### config.mk
export PLATFORM = sky130hd
export DESIGN_NAME = pst_top
export DESIGN_NICKNAME = d
export VERILOG_FILES = /design/src/pst_pkg.sv /design/src/pst_fifo.sv /design/src/pst_top.sv
export SDC_FILE = /design/constraint.sdc
export NUM_CORES = 1
export LEC_CHECK = 0
export BUFFER_PORTS_ARGS = -buffer_cell sky130_fd_sc_hd__buf_2
export CORE_MARGIN = 2
export CORE_UTILIZATION = 33
export DETAILED_ROUTE_END_ITERATION = 10
export PLACE_DENSITY = 0.5
export SYNTH_ARGS = -nofsm -noshare
export SYNTH_HDL_FRONTEND = slang
export SYNTH_SLANG_ARGS = --single-unit
### constraint.sdc
create_clock -name clk_i -period 8.1 [get_ports clk_i]
set_input_delay 2.025 -clock clk_i [delete_from_list [all_inputs] [get_ports clk_i]]
set_output_delay 2.025 -clock clk_i [all_outputs]
set_load 0.1 [all_outputs]
### src/pst_pkg.sv
// constants and types for the event-clear and self-test block
package pst_pkg;

   // management register offsets
   localparam logic [4:0] PST_REG_EVT_CLR   = 5'h17;
   localparam logic [4:0] PST_REG_CNT_WIN   = 5'h18;
   localparam logic [4:0] PST_REG_CFG_A     = 5'h19;
   localparam logic [4:0] PST_REG_CFG_B     = 5'h1a;

   // management frame codes and lengths
   localparam logic [1:0] PST_OP_READ       = 2'h2;
   localparam logic [1:0] PST_OP_WRITE      = 2'h1;
   localparam int         PST_PRE_BITS      = 32;
   localparam int         PST_HDR_BITS      = 12;
   localparam int         PST_DATA_BITS     = 16;

   // event clear register layout
   localparam int         PST_EVT_LO        = 3;
   localparam int         PST_EVT_HI        = 15;

   // config a layout
   localparam int         PST_A_CNT_TYPE    = 15;
   localparam int         PST_A_CNT_CLR     = 14;
   localparam int         PST_A_LONG_LEN    = 13;
   localparam int         PST_A_LONG_IFG    = 12;
   localparam int         PST_A_TX_EN       = 11;
   localparam int         PST_A_PRBS        = 10;
   localparam int         PST_A_PAT_HI      = 7;

   // config b layout
   localparam int         PST_B_RX_EN       = 15;
   localparam int         PST_B_HALF        = 14;
   localparam int         PST_B_CNT_HI      = 13;
   localparam int         PST_B_CNT_LO      = 11;
   localparam int         PST_B_LINK_SEL    = 0;

   // frame lengths in bytes
   localparam logic [10:0] PST_LEN_LONG     = 11'h5ea;
   localparam logic [10:0] PST_LEN_SHORT    = 11'h03c;

   // gap timing: least times, rounded up to whole cycles
   localparam int         PST_CLK_NS        = 10;
   localparam int         PST_IFG_LONG_NS   = 9600;
   localparam int         PST_IFG_SHORT_NS  = 96;
   localparam int         PST_IFG_LONG_CYC  = (PST_IFG_LONG_NS + PST_CLK_NS - 1) / PST_CLK_NS;
   localparam int         PST_IFG_SHORT_CYC = (PST_IFG_SHORT_NS + PST_CLK_NS - 1) / PST_CLK_NS;

   // prbs9 seed and buffer depth
   localparam logic [8:0] PST_PRBS_SEED     = 9'h1ff;
   localparam int         PST_FIFO_DEPTH    = 8;

   // byte of a generated frame on its way to the transmit path
   typedef struct packed {
      logic       last;
      logic [7:0] data;
   } pst_byte_t;

   // one decoded management write
   typedef struct packed {
      logic [4:0]  addr;
      logic [15:0] data;
   } pst_wr_t;

   // frame count code to number of frames, zero means endless
   function automatic logic [23:0] pst_frames(input logic [2:0] code);
      case (code)
         3'h1:    pst_frames = 24'h00_0001;
         3'h2:    pst_frames = 24'h00_000a;
         3'h3:    pst_frames = 24'h00_0064;
         3'h4:    pst_frames = 24'h00_03e8;
         3'h5:    pst_frames = 24'h00_2710;
         3'h6:    pst_frames = 24'h01_86a0;
         3'h7:    pst_frames = 24'h98_9680;
         default: pst_frames = 24'h00_0000;
      endcase
   endfunction

endpackage

### src/pst_fifo.sv
// small synchronous fifo with valid/ready on both sides
`timescale 1ns/1ps
`default_nettype none
module pst_fifo #(
   parameter int W     = 9,
   parameter int DEPTH = 8
) (
   input  wire logic         clk_i,     // core clock
   input  wire logic         rst_i,     // sync reset, high
   input  wire logic [W-1:0] in_data_i, // write data
   input  wire logic         in_valid_i,// write request
   output logic              in_ready_o,// not full
   output logic [W-1:0]      out_data_o,// head word
   output logic              out_valid_o,// not empty
   input  wire logic         out_ready_i // drain strobe
);
   localparam int AW = $clog2(DEPTH);

   logic [W-1:0] mem_q [DEPTH];
   logic [AW:0]  wr_q;
   logic [AW:0]  rd_q;
   logic         push;
   logic         pop;

   // full when pointers differ only in the wrap bit
   assign in_ready_o  = !((wr_q[AW] != rd_q[AW]) && (wr_q[AW-1:0] == rd_q[AW-1:0]));
   assign out_valid_o = (wr_q != rd_q);
   assign push        = in_valid_i && in_ready_o;
   assign pop         = out_valid_o && out_ready_i;
   assign out_data_o  = mem_q[rd_q[AW-1:0]];

   // storage, no reset needed on data
   always_ff @(posedge clk_i) begin
      if (push) begin
         mem_q[wr_q[AW-1:0]] <= in_data_i;
      end
   end

   // pointers
   always_ff @(posedge clk_i) begin
      if (rst_i) begin
         wr_q <= '0;
         rd_q <= '0;
      end else begin
         if (push) begin
            wr_q <= wr_q + 1'b1;
         end
         if (pop) begin
            rd_q <= rd_q + 1'b1;
         end
      end
   end
endmodule
`default_nettype wire

### src/pst_top.sv
// event-clear register and packet self-test logic behind the serial management port
// Function
// Writing 1 to event-clear bits 15..3 drops the matching latched flag and the bit reads back 0.
// Event-clear bits 2..0 are reserved, written as zero by software and read back as zero.
// A 32-bit receive count is kept and one 16-bit half of it shows in the count window.
// Config a bit 15 set counts received frames with crc errors, clear counts all frames.
// Writing 1 to config a bit 14 zeroes the whole 32-bit count and the bit reads back 0.
// Config a bit 13 makes generated frames 1514 bytes when set and 60 bytes when clear.
// Config a bit 12 makes the gap between generated frames 9.6 us when set, 0.096 us when clear; the code gives 0.1 us (10 cycles) when clear.
// Config a bit 11 starts transmit self-test and clears itself after the chosen frames are sent.
// Half-select 0 shows count bits 15..0 and 1 shows bits 31..16.
// The receive count advances only while its enable is set and never touches reception.
// The 3-bit frame count code gives endless for 000, one frame for 001, up to ten million.
// Frames carry the 8-bit user pattern when user content is chosen, else a prbs9 sequence.
// The interrupt output falls as soon as no set and unmasked flag remains.
// All writable bits of the event-clear and self-test config registers reset to zero.
`timescale 1ns/1ps
`default_nettype none
module pst_top
   import pst_pkg::*;
(
   input  wire logic         clk_i,         // core clock, 100 MHz
   input  wire logic         rst_i,         // sync reset, high
   input  wire logic         mdc_i,         // management clock pin
   input  wire logic         mdio_i,        // management data pin in
   output logic              mdio_o,        // management data pin out
   output logic              mdio_oe_o,     // high while driving mdio
   input  wire logic [4:0]   phy_addr_i,    // port address to answer on
   input  wire logic [15:3]  event_i,       // event pulses setting flags
   input  wire logic [15:3]  event_mask_i,  // flag enables toward int
   output logic [15:3]       event_flag_o,  // latched event flags
   output logic              int_o,         // any unmasked flag, high
   input  wire logic         rx_frame_end_i,// received frame finished
   input  wire logic         rx_crc_err_i,  // that frame had bad crc
   output logic [7:0]        tx_data_o,     // test frame byte
   output logic              tx_last_o,     // last byte of frame
   output logic              tx_valid_o,    // byte available
   input  wire logic         tx_ready_i,    // transmit path takes byte
   output logic              tx_busy_o,     // transmit self-test running
   output logic              link_sel_o     // led link-only select
);

   typedef enum logic [1:0] {
      MS_PRE  = 2'b00,
      MS_HDR  = 2'b01,
      MS_TA   = 2'b10,
      MS_DATA = 2'b11
   } pst_ms_t;

   typedef enum logic [1:0] {
      TX_IDLE  = 2'b00,
      TX_FRAME = 2'b01,
      TX_GAP   = 2'b10
   } pst_tx_t;

   logic [2:0]  mdc_s_q;
   logic [2:0]  mdio_s_q;
   logic        mdc_st_q;
   logic        mdio_st_q;
   logic        mdc_rise;
   logic        bit_w;

   // three stages; a change counts once stages two and three agree
   always_ff @(posedge clk_i) begin
      if (rst_i) begin
         mdc_s_q   <= 3'h0;
         mdio_s_q  <= 3'h7;
         mdc_st_q  <= 1'b0;
         mdio_st_q <= 1'b1;
      end else begin
         mdc_s_q  <= {mdc_s_q[1:0], mdc_i};
         mdio_s_q <= {mdio_s_q[1:0], mdio_i};
         if (mdc_s_q[1] == mdc_s_q[2]) begin
            mdc_st_q <= mdc_s_q[2];
         end
         if (mdio_s_q[1] == mdio_s_q[2]) begin
            mdio_st_q <= mdio_s_q[2];
         end
      end
   end

   assign mdc_rise = mdc_s_q[1] && mdc_s_q[2] && !mdc_st_q;
   assign bit_w    = (mdio_s_q[1] == mdio_s_q[2]) ? mdio_s_q[2] : mdio_st_q;

   pst_ms_t     ms_q;
   logic [5:0]  pre_q;
   logic [4:0]  cnt_q;
   logic [11:0] hdr_q;
   logic [15:0] sh_q;
   logic        rd_q;
   logic        wr_stb_q;
   pst_wr_t     wr_q;
   logic        mdio_o_q;
   logic        mdio_oe_q;
   logic [15:0] rd_data;
   logic        hit;

   logic [15:3] flag_q;
   logic        cnt_type_q;
   logic        long_len_q;
   logic        long_ifg_q;
   logic        tx_run_q;
   logic        prbs_sel_q;
   logic [7:0]  pattern_q;
   logic        rx_en_q;
   logic        half_q;
   logic [2:0]  cnt_code_q;
   logic        link_sel_q;
   logic [31:0] rx_cnt_q;
   logic        tx_done;

   // address match on the last header bit; reads only for our port
   assign hit = (hdr_q[9:5] == phy_addr_i);

   // read mux; reserved bits and the self-clearing bits other than the run bit read as zero, the run bit reads its state
   always_comb begin
      rd_data = 16'h0000;
      case (hdr_q[4:0])
         PST_REG_EVT_CLR: rd_data = 16'h0000;
         PST_REG_CNT_WIN: rd_data = half_q ? rx_cnt_q[31:16] : rx_cnt_q[15:0];
         PST_REG_CFG_A: begin
            rd_data[PST_A_CNT_TYPE]   = cnt_type_q;
            rd_data[PST_A_LONG_LEN]   = long_len_q;
            rd_data[PST_A_LONG_IFG]   = long_ifg_q;
            rd_data[PST_A_TX_EN]      = tx_run_q;
            rd_data[PST_A_PRBS]       = prbs_sel_q;
            rd_data[PST_A_PAT_HI:0]   = pattern_q;
         end
         PST_REG_CFG_B: begin
            rd_data[PST_B_RX_EN]      = rx_en_q;
            rd_data[PST_B_HALF]       = half_q;
            rd_data[PST_B_CNT_HI:PST_B_CNT_LO] = cnt_code_q;
            rd_data[PST_B_LINK_SEL]   = link_sel_q;
         end
         default: rd_data = 16'h0000;
      endcase
   end

   // frame walk on each synced mdc rise
   always_ff @(posedge clk_i) begin
      if (rst_i) begin
         ms_q      <= MS_PRE;
         pre_q     <= 6'h00;
         cnt_q     <= 5'h00;
         hdr_q     <= 12'h000;
         sh_q      <= 16'h0000;
         rd_q      <= 1'b0;
         wr_stb_q  <= 1'b0;
         wr_q      <= '0;
         mdio_o_q  <= 1'b1;
         mdio_oe_q <= 1'b0;
      end else begin
         wr_stb_q <= 1'b0;
         if (mdc_rise) begin
            case (ms_q)
               MS_PRE: begin
                  // count ones, then a 0 followed by the start 1
                  if (bit_w) begin
                     if (pre_q == 6'(PST_PRE_BITS + 1)) begin
                        ms_q  <= MS_HDR;
                        cnt_q <= 5'h00;
                     end else if (pre_q < 6'(PST_PRE_BITS)) begin
                        pre_q <= pre_q + 6'h01;
                     end
                  end else if (pre_q == 6'(PST_PRE_BITS)) begin
                     pre_q <= 6'(PST_PRE_BITS + 1);
                  end else begin
                     pre_q <= 6'h00;
                  end
               end
               MS_HDR: begin
                  hdr_q <= {hdr_q[10:0], bit_w};
                  cnt_q <= cnt_q + 5'h01;
                  if (cnt_q == 5'(PST_HDR_BITS - 1)) begin
                     ms_q  <= MS_TA;
                     cnt_q <= 5'h00;
                  end
               end
               MS_TA: begin
                  cnt_q <= cnt_q + 5'h01;
                  if (cnt_q == 5'h00) begin
                     rd_q <= (hdr_q[11:10] == PST_OP_READ) && hit;
                     if ((hdr_q[11:10] == PST_OP_READ) && hit) begin
                        mdio_oe_q <= 1'b1;
                        mdio_o_q  <= 1'b0;
                     end
                  end else begin
                     ms_q     <= MS_DATA;
                     cnt_q    <= 5'h00;
                     sh_q     <= {rd_data[14:0], 1'b0};
                     mdio_o_q <= rd_data[15];
                  end
               end
               MS_DATA: begin
                  cnt_q    <= cnt_q + 5'h01;
                  mdio_o_q <= sh_q[15];
                  sh_q     <= rd_q ? {sh_q[14:0], 1'b0} : {sh_q[14:0], bit_w};
                  if (cnt_q == 5'(PST_DATA_BITS - 1)) begin
                     ms_q      <= MS_PRE;
                     pre_q     <= 6'h00;
                     mdio_oe_q <= 1'b0;
                     mdio_o_q  <= 1'b1;
                     rd_q      <= 1'b0;
                     if (!rd_q && (hdr_q[11:10] == PST_OP_WRITE) && hit) begin
                        wr_stb_q  <= 1'b1;
                        wr_q.addr <= hdr_q[4:0];
                        wr_q.data <= {sh_q[14:0], bit_w};
                     end
                  end
               end
               default: ms_q <= MS_PRE;
            endcase
         end
      end
   end

   assign mdio_o    = mdio_o_q;
   assign mdio_oe_o = mdio_oe_q;

   // latched flags; a new event beats a clear in the same cycle
   always_ff @(posedge clk_i) begin
      if (rst_i) begin
         flag_q <= '0;
      end else if (wr_stb_q && (wr_q.addr == PST_REG_EVT_CLR)) begin
         flag_q <= (flag_q & ~wr_q.data[PST_EVT_HI:PST_EVT_LO]) | event_i;
      end else begin
         flag_q <= flag_q | event_i;
      end
   end

   assign event_flag_o = flag_q;
   // combinational so it drops with the flag in the clear cycle
   assign int_o        = |(flag_q & event_mask_i);

   // config registers; self-clearing bits other than the run bit are strobes, not storage
   always_ff @(posedge clk_i) begin
      if (rst_i) begin
         cnt_type_q <= 1'b0;
         long_len_q <= 1'b0;
         long_ifg_q <= 1'b0;
         prbs_sel_q <= 1'b0;
         pattern_q  <= 8'h00;
         rx_en_q    <= 1'b0;
         half_q     <= 1'b0;
         cnt_code_q <= 3'h0;
         link_sel_q <= 1'b0;
      end else if (wr_stb_q) begin
         if (wr_q.addr == PST_REG_CFG_A) begin
            cnt_type_q <= wr_q.data[PST_A_CNT_TYPE];
            long_len_q <= wr_q.data[PST_A_LONG_LEN];
            long_ifg_q <= wr_q.data[PST_A_LONG_IFG];
            prbs_sel_q <= wr_q.data[PST_A_PRBS];
            pattern_q  <= wr_q.data[PST_A_PAT_HI:0];
         end
         if (wr_q.addr == PST_REG_CFG_B) begin
            rx_en_q    <= wr_q.data[PST_B_RX_EN];
            half_q     <= wr_q.data[PST_B_HALF];
            cnt_code_q <= wr_q.data[PST_B_CNT_HI:PST_B_CNT_LO];
            link_sel_q <= wr_q.data[PST_B_LINK_SEL];
         end
      end
   end

   assign link_sel_o = link_sel_q;

   // run bit: write 1 starts, write 0 stops after the current frame
   always_ff @(posedge clk_i) begin
      if (rst_i) begin
         tx_run_q <= 1'b0;
      end else if (wr_stb_q && (wr_q.addr == PST_REG_CFG_A)) begin
         tx_run_q <= wr_q.data[PST_A_TX_EN];
      end else if (tx_done) begin
         tx_run_q <= 1'b0;
      end
   end

   // receive count; only watches frame-end strobes
   always_ff @(posedge clk_i) begin
      if (rst_i) begin
         rx_cnt_q <= 32'h0000_0000;
      end else if (wr_stb_q && (wr_q.addr == PST_REG_CFG_A) && wr_q.data[PST_A_CNT_CLR]) begin
         rx_cnt_q <= 32'h0000_0000;
      end else if (rx_en_q && rx_frame_end_i && (!cnt_type_q || rx_crc_err_i)) begin
         rx_cnt_q <= rx_cnt_q + 32'h0000_0001;
      end
   end

   pst_tx_t     tx_q;
   logic [10:0] byte_q;
   logic [10:0] gap_q;
   logic [23:0] sent_q;
   logic [8:0]  lfsr_q;
   logic [10:0] frame_len;
   logic [10:0] gap_len;
   logic [23:0] target;
   logic        push_ready;
   logic        push_valid;
   pst_byte_t   push_byte;
   pst_byte_t   pop_byte;

   assign frame_len = long_len_q ? PST_LEN_LONG : PST_LEN_SHORT;
   assign gap_len   = long_ifg_q ? 11'(PST_IFG_LONG_CYC) : 11'(PST_IFG_SHORT_CYC);
   assign target    = pst_frames(cnt_code_q);
   assign push_valid = (tx_q == TX_FRAME);
   assign push_byte.data = prbs_sel_q ? lfsr_q[7:0] : pattern_q;
   assign push_byte.last = (byte_q == frame_len - 11'h001);
   // done after the last byte of the final counted frame is queued
   assign tx_done = push_valid && push_ready && push_byte.last && (target != 24'h00_0000)
                    && (sent_q + 24'h00_0001 >= target);

   // frame, gap, frame; a full buffer stalls the byte walk
   always_ff @(posedge clk_i) begin
      if (rst_i) begin
         tx_q   <= TX_IDLE;
         byte_q <= 11'h000;
         gap_q  <= 11'h000;
         sent_q <= 24'h00_0000;
         lfsr_q <= PST_PRBS_SEED;
      end else begin
         case (tx_q)
            TX_IDLE: begin
               sent_q <= 24'h00_0000;
               byte_q <= 11'h000;
               if (tx_run_q) begin
                  tx_q <= TX_FRAME;
               end
            end
            TX_FRAME: begin
               if (push_ready) begin
                  lfsr_q <= {lfsr_q[7:0], lfsr_q[8] ^ lfsr_q[4]}; // x^9 + x^5 + 1
                  byte_q <= byte_q + 11'h001;
                  if (push_byte.last) begin
                     byte_q <= 11'h000;
                     gap_q  <= 11'h000;
                     sent_q <= sent_q + 24'h00_0001;
                     tx_q   <= TX_GAP;
                  end
               end
            end
            TX_GAP: begin
               gap_q <= gap_q + 11'h001;
               if (gap_q >= gap_len - 11'h001) begin
                  tx_q <= tx_run_q ? TX_FRAME : TX_IDLE;
               end
            end
            default: tx_q <= TX_IDLE;
         endcase
      end
   end

   assign tx_busy_o = (tx_q != TX_IDLE) || tx_run_q;

   // buffer toward the transmit path
   pst_fifo #(
      .W     ($bits(pst_byte_t)),
      .DEPTH (PST_FIFO_DEPTH)
   ) u_fifo (
      .clk_i       (clk_i),
      .rst_i       (rst_i),
      .in_data_i   (push_byte),
      .in_valid_i  (push_valid),
      .in_ready_o  (push_ready),
      .out_data_o  (pop_byte),
      .out_valid_o (tx_valid_o),
      .out_ready_i (tx_ready_i)
   );

   assign tx_data_o = pop_byte.data;
   assign tx_last_o = pop_byte.last;

endmodule
`default_nettype wire

==> impl_metrics.py, run 1 <==
metrics = {
    "finish": {
        "area_delta_synth_final_pct": 14.46,
        "layout_commonest_cell": "dfxtp_1",
        "drive_gt1_share_pct": 13.40,
        "fillers": 3827,
        "n_antenna_cell": 0,
        "nNetsFinal": 1423,
        "final_cell_mix": "206 x dfxtp_1, 173 x nor2_1, 130 x nand2_1",
        "stdcell_area_sq_um": 14640,
    },
    "floorplanning": {
        "ios": 66,
        "die_height_um": 200.8,
        "dieArea_sq_um": 40340,
        "start_util_pct": 33.24,
        "die_w_um": 200.8,
        "core_sq_um": 38470,
        "rows": 72,
    },
    "critical_path": {
        "worst-path-buf-inv": 2,
        "regToRegStartpoint": "sent_q[2]",
        "max_stage_delay_ps": 300,
        "critPathLaunch": "event_mask_i[5]",
        "slowest_stage": "buf_2",
        "start_kind": "input port",
        "crit_type": "in -> out",
        "cp_cell_sequence": "buf_2 -> a22oi_1 -> nand2_1 -> a221oi_1 -> nand3_1 -> buf_2",
        "cp_common_cell": "buf_2",
        "required_ps": 6080,
        "end_kind": "output port",
        "arrival_ps": 3010,
        "critPathTopFamily": "compound AO/OA/AOI/OAI gates",
        "cp_max_fo": 1,
    },
    "clocking": {
        "holdBufCountCts": 0,
        "ctsRootBufferMaster": "clkbuf_16",
        "clkTransAtPathRegs_ps": 60,
        "cts_buffer_depth": 3,
        "cts_tree": "yes",
        "ctsResizeCount": 0,
        "cts_setup_buffers": 0,
        "clock_latency_ps": 570,
        "cts_made_buffers": 31,
        "cts_max_level": 1,
        "cts.sinks": 278,
    },
    "sta": {
        "tightest_slew_ps": 1139,
        "post-route-worst-setup-slack_ps": 3061,
        "fin_worst_skew_ps": 11.27,
        "fmax_ghz": 0.1985,
        "rsz0062_at_grt": "false",
        "max_slew_margin_pct": 23.86,
        "hold_viol_final": 0,
        "min_period_ps": 5039,
        "tns_ps": 0,
        "final-setup-viol-count": 0,
        "final.period_utilization_pct": 62.21,
        "drv_slew": 0,
    },
    "grt": {
        "antenna_found_initial": 0,
        "use_met3_pct": 2.224,
        "grtUsageTotal_pct": 14.50,
        "grtUsageMet2_pct": 24.36,
        "grt_pass1_vias": 9141,
        "grt_max_degree": 71,
        "use_met1_pct": 19.41,
        "grt_overflow_total": 0,
        "busiest_layer": "met2",
        "grt_pass1_wl_um": 48200,
    },
    "placement": {
        "place_ws_ps": 3062,
        "placedInstanceArea_sq_um": 13610,
        "gp_congestion": 0.7779,
        "portBuffers": 65,
        "dp_hpwl_um": 19840,
    },
    "synthesis": {
        "ys_top_cells_by_area": "dfxtp_1 32%, edfxtp_1 17%, nor2_1 5.1%, mux2i_1 4.9%, ha_1 4.1%",
        "synth_top_area_cell": "dfxtp_1",
        "synth_cells": 1298,
        "synth_ff_type": "dfxtp_1",
        "synth_top_area_share_pct": 32.25,
        "yosys_register_bits": 278,
        "syn_nets": 1378,
        "synth.avg_cell_area_sq_um": 9.851,
        "synth_seq_area_share_pct": 49.16,
        "ys_warn_count": 0,
        "synth_enable_flop_cells": 72,
        "async_reset_ff_share_pct": 0,
        "synth_cell_types": 68,
        "synth.cell_area_sq_um": 12790,
    },
    "detailed_routing": {
        "vias_per_cell": 4.949,
        "vias": 9324,
        "drc": 0,
        "drt_pass1_iterations": 4,
        "wl_per_cell_um": 15.63,
        "totalWireLength_um": 29450,
        "drt_iter0_drc": 470,
        "detail-route-antenna-nets": 0,
    },
    "pwr": {
        "powerDensity_nw_per_um2": 199.7,
        "peakVddDrop_mv": 0.1347,
        "p_leak_nw": 5.296,
    },
    "status": {
        "status": "finished clean",
    },
    "run": {
        "drv_cap": 0,
    },
    "min_path": {
        "hp-start": "mdio_s_q[0]",
        "hold_class": "reg -> reg",
    },
}
## area by class of cell
type                       count  area (sq um)  share of cell area [%]
timing repair buffer          75         402.9                   2.753
inverter                      27         101.3                  0.6925
sequential                   278          6286                   42.95
clock buffer                  41         833.3                   5.694
multi-input combinational    930          6176                   42.20
clock inverter                15         187.7                   1.282
tap                          518         648.1                   4.428
## power by group
group | switching (mW) | total, mW | internal [mW] | leakage, nW
Clock | 0.571 | 1.42 | 0.848 | 0.490
Combinational | 0.0599 | 0.0763 | 0.0164 | 2.49
Sequential | 0.00409 | 1.43 | 1.42 | 2.32
Total | 0.635 | 2.92 | 2.29 | 5.30
## cells by family after synthesis
kind of cell / Yosys count / synth area share [%]
flip-flops: 278 / 49.16
adder cells (fa/ha/maj): 43 / 4.188
AO/OA/AOI/OAI: 213 / 10.70
XOR/XNOR: 78 / 5.343
buffers and inverters: 90 / 2.720
AND/OR/NAND/NOR: 497 / 18.20
multiplexers: 99 / 9.688
## layer usage
layer | part of all wire (%) | vias to the layer above
met5 | 0 | -
met3 | 2.7 | 46
met2 | 47 | 116
met1 | 48 | 4438
li1 | - | 4724
met4 | 2.6 | 0
## cells in the mapped netlist, types with 4 or more instances
| master | count |
|---|---|
| a211oi_1 | 17 |
| a21o_1 | 6 |
| a21oi_1 | 60 |
| a22o_1 | 11 |
| a22oi_1 | 22 |
| a31oi_1 | 6 |
| and2_1 | 5 |
| and3_1 | 14 |
| buf_1 | 4 |
| buf_2 | 5 |
| clkbuf_1 | 53 |
| dfxtp_1 | 206 |
| edfxtp_1 | 72 |
| ha_1 | 42 |
| inv_1 | 26 |
| mux2_2 | 18 |
| mux2i_1 | 63 |
| mux4_2 | 18 |
| nand2_1 | 130 |
| nand2b_1 | 10 |
| nand3_1 | 52 |
| nand4_1 | 22 |
| nor2_1 | 174 |
| nor2b_1 | 14 |
| nor3_1 | 22 |
| nor3b_1 | 4 |
| nor4_1 | 5 |
| o21ai_0 | 56 |
| o31ai_1 | 5 |
| or2_2 | 10 |
| or3_1 | 14 |
| xnor2_1 | 43 |
| xor2_1 | 35 |
## stage by stage
step                hold WS (ps)  utilization, %  cells  power, mW
floorplan                  389.5               -   1298      1.513
global placement           400.4           35.39   1828      1.534
detailed placement         402.5           35.39   1828      1.534
CTS                        413.6           38.05   1884      2.959
global route               436.1           38.05   1884      3.020
finish                     413.7           38.05   1884      2.922
## worst paths after layout
path,endpoint,slack (ps),cells after the start
hold reg to reg,mdio_s_q[1],410,1
setup / recovery,int_o,3060,6
setup reg to reg,tx_run_q,4730,10
hold / removal,mdio_s_q[1],410,1
## flip-flops by register name, indices dropped and copies added (netlist names), 5 cells and up, named ones only
name / flops
lfsr_q: 9
event_flag_o: 13
rx_cnt_q: 32
byte_q: 11
pre_q: 6
cnt_q: 5
gap_q: 11
sent_q: 24
pattern_q: 8
wr_q: 21
u_fifo.mem_q: 72
hdr_q: 12
sh_q: 16
(Power assumes the default switching activity.)
==> inputs of run 2 (changes only) <==
==> constraint.sdc (replaced) <==
create_clock -name clk_i -period 5.02 [get_ports clk_i]
set_input_delay 1.255 -clock clk_i [delete_from_list [all_inputs] [get_ports clk_i]]
set_output_delay 1.255 -clock clk_i [all_outputs]
set_load 0.1 [all_outputs]
==> impl_metrics.py, run 2 (same netlist as run 1, synthesis figures left out) <==
metrics = {
    "status": {
        "status": "finished clean",
    },
    "grt": {
        "grt_max_degree": 74,
        "antenna_found_initial": 0,
        "grt_pass1_wl_um": 48380,
        "grtUsageTotal_pct": 14.62,
        "grt_pass1_vias": 9036,
        "grt_overflow_total": 0,
    },
    "floorplanning": {
        "die_w_um": 200.8,
        "die_height_um": 200.8,
        "dieArea_sq_um": 40340,
        "rows": 72,
        "ios": 66,
        "start_util_pct": 33.24,
        "core_sq_um": 38470,
    },
    "critical_path": {
        "start_kind": "register",
        "arrival_ps": 2420,
        "cp_max_fo": 18,
        "r2r_setup_slack_ps": 1720,
        "ff2ff_path_depth": 10,
        "crit_type": "reg -> out",
        "end_kind": "output port",
        "r2r_end": "tx_run_q",
        "required_ps": 3760,
        "regToRegStartpoint": "sent_q[2]",
    },
    "finish": {
        "largest_register_ffs": 72,
        "multiInputGateArea_sq_um": 6176,
        "final-seq-area_sq_um": 6286,
        "fillers": 3881,
        "drive_gt1_share_pct": 13.85,
        "layout_commonest_cell": "dfxtp_1",
        "stdcell_area_sq_um": 14630,
        "area_delta_synth_final_pct": 14.42,
        "nNetsFinal": 1424,
        "n_antenna_cell": 0,
        "final_cell_mix": "206 x dfxtp_1, 173 x nor2_1, 130 x nand2_1",
    },
    "sta": {
        "final-setup-viol-count": 0,
        "tns_ps": 0,
        "fmax_ghz": 0.2719,
        "max_slew_margin_pct": 24.62,
        "tightest_slew_ps": 1128,
        "drv_slew": 0,
        "fin_worst_skew_ps": 17.47,
        "hold_viol_final": 0,
        "rsz0062_at_grt": "false",
        "final.period_utilization_pct": 73.27,
        "min_period_ps": 3678,
    },
    "min_path": {
        "hold_class": "reg -> reg",
        "min_to": "mdio_s_q[1]",
        "hp-start": "mdio_s_q[0]",
        "hold_depth": 1,
    },
    "pwr": {
        "powerDensity_nw_per_um2": 318.4,
        "p_leak_nw": 5.304,
        "peakVddDrop_mv": 0.2260,
        "finalPower_mw": 4.659,
    },
    "clocking": {
        "cts_max_level": 1,
        "clkTransAtPathRegs_ps": 60,
        "cts_made_buffers": 31,
        "ctsResizeCount": 0,
        "cts_tree": "yes",
        "cts.sinks": 278,
        "clock_latency_ps": 570,
        "ctsRootBufferMaster": "clkbuf_16",
        "cts_buffer_depth": 3,
        "cts_setup_buffers": 0,
        "holdBufCountCts": 0,
    },
    "detailed_routing": {
        "met1_length_um": 13890,
        "wl_per_cell_um": 15.49,
        "drt_iter0_drc": 461,
        "drt_pass1_iterations": 5,
        "detail-route-antenna-nets": 0,
        "dr.max_layer_used": "met4",
        "drc": 0,
        "vias_per_cell": 4.907,
        "met3WireLength_um": 883,
        "met2RoutedLength_um": 13910,
        "vias": 9240,
        "totalWireLength_um": 29160,
    },
    "placement": {
        "gp_congestion": 0.7500,
        "placedInstanceArea_sq_um": 13620,
        "portBuffers": 65,
        "dp_hpwl_um": 19820,
    },
    "run": {
        "drv_cap": 0,
    },
}
==> run 2: cell types whose count changed in the layout (fill, tap and decap cells not counted), sizes merged <==
cell	delta
buf	+1
bufinv	-2
clkbuf	+1
clkinv	-1
==> run 2: how the worst max path moves through the flow <==
stage,endpoint,startpoint,slack [ps]
after floorplan,int_o,event_mask_i[5],1300
after global placement,int_o,event_mask_i[5],1500
after detailed placement,int_o,event_mask_i[6],1500
after CTS,tx_data_o[4],register,1250
after global routing,tx_data_o[4],register,1160
final,tx_data_o[4],register,1340
==> run 2: through the flow <==
step	hold slack [ps]	setup WS [ps]	instances	util (%)
floorplan	389.5	1298	1298	-
global placement	400.4	1503	1829	35.41
detailed placement	397.3	1504	1829	35.41
CTS	415.0	1250	1883	38.03
global route	431.4	1161	1883	38.03
finish	409.7	1342	1883	38.03
==> run 2: area by class of cell <==
class	count	area share, %
sequential	278	42.97
multi-input combinational	930	42.21
clock buffer	42	6.012
tap	518	4.430
timing repair buffer	76	2.805
clock inverter	12	0.8809
inverter	27	0.6927
==> run 2: where the power goes <==
group | total, mW | switching, mW | internal, mW
sequential | 2.30 | 0.00666 | 2.30
combinational | 0.124 | 0.0970 | 0.0269
clock | 2.23 | 0.910 | 1.32
total | 4.66 | 1.01 | 3.65
==> run 2: critical path: stages (launching register included) <==
cell	delay, ps
dfxtp_1	860
mux4_2	410
mux2_2	290
buf_2	290
==> run 2: metal layers <==
layer	up-vias	global-route usage (%)
met1	4372	19.76
met2	103	24.86
met3	34	2.354
met4	0	2.725
met5	-	0
li1	4731	-
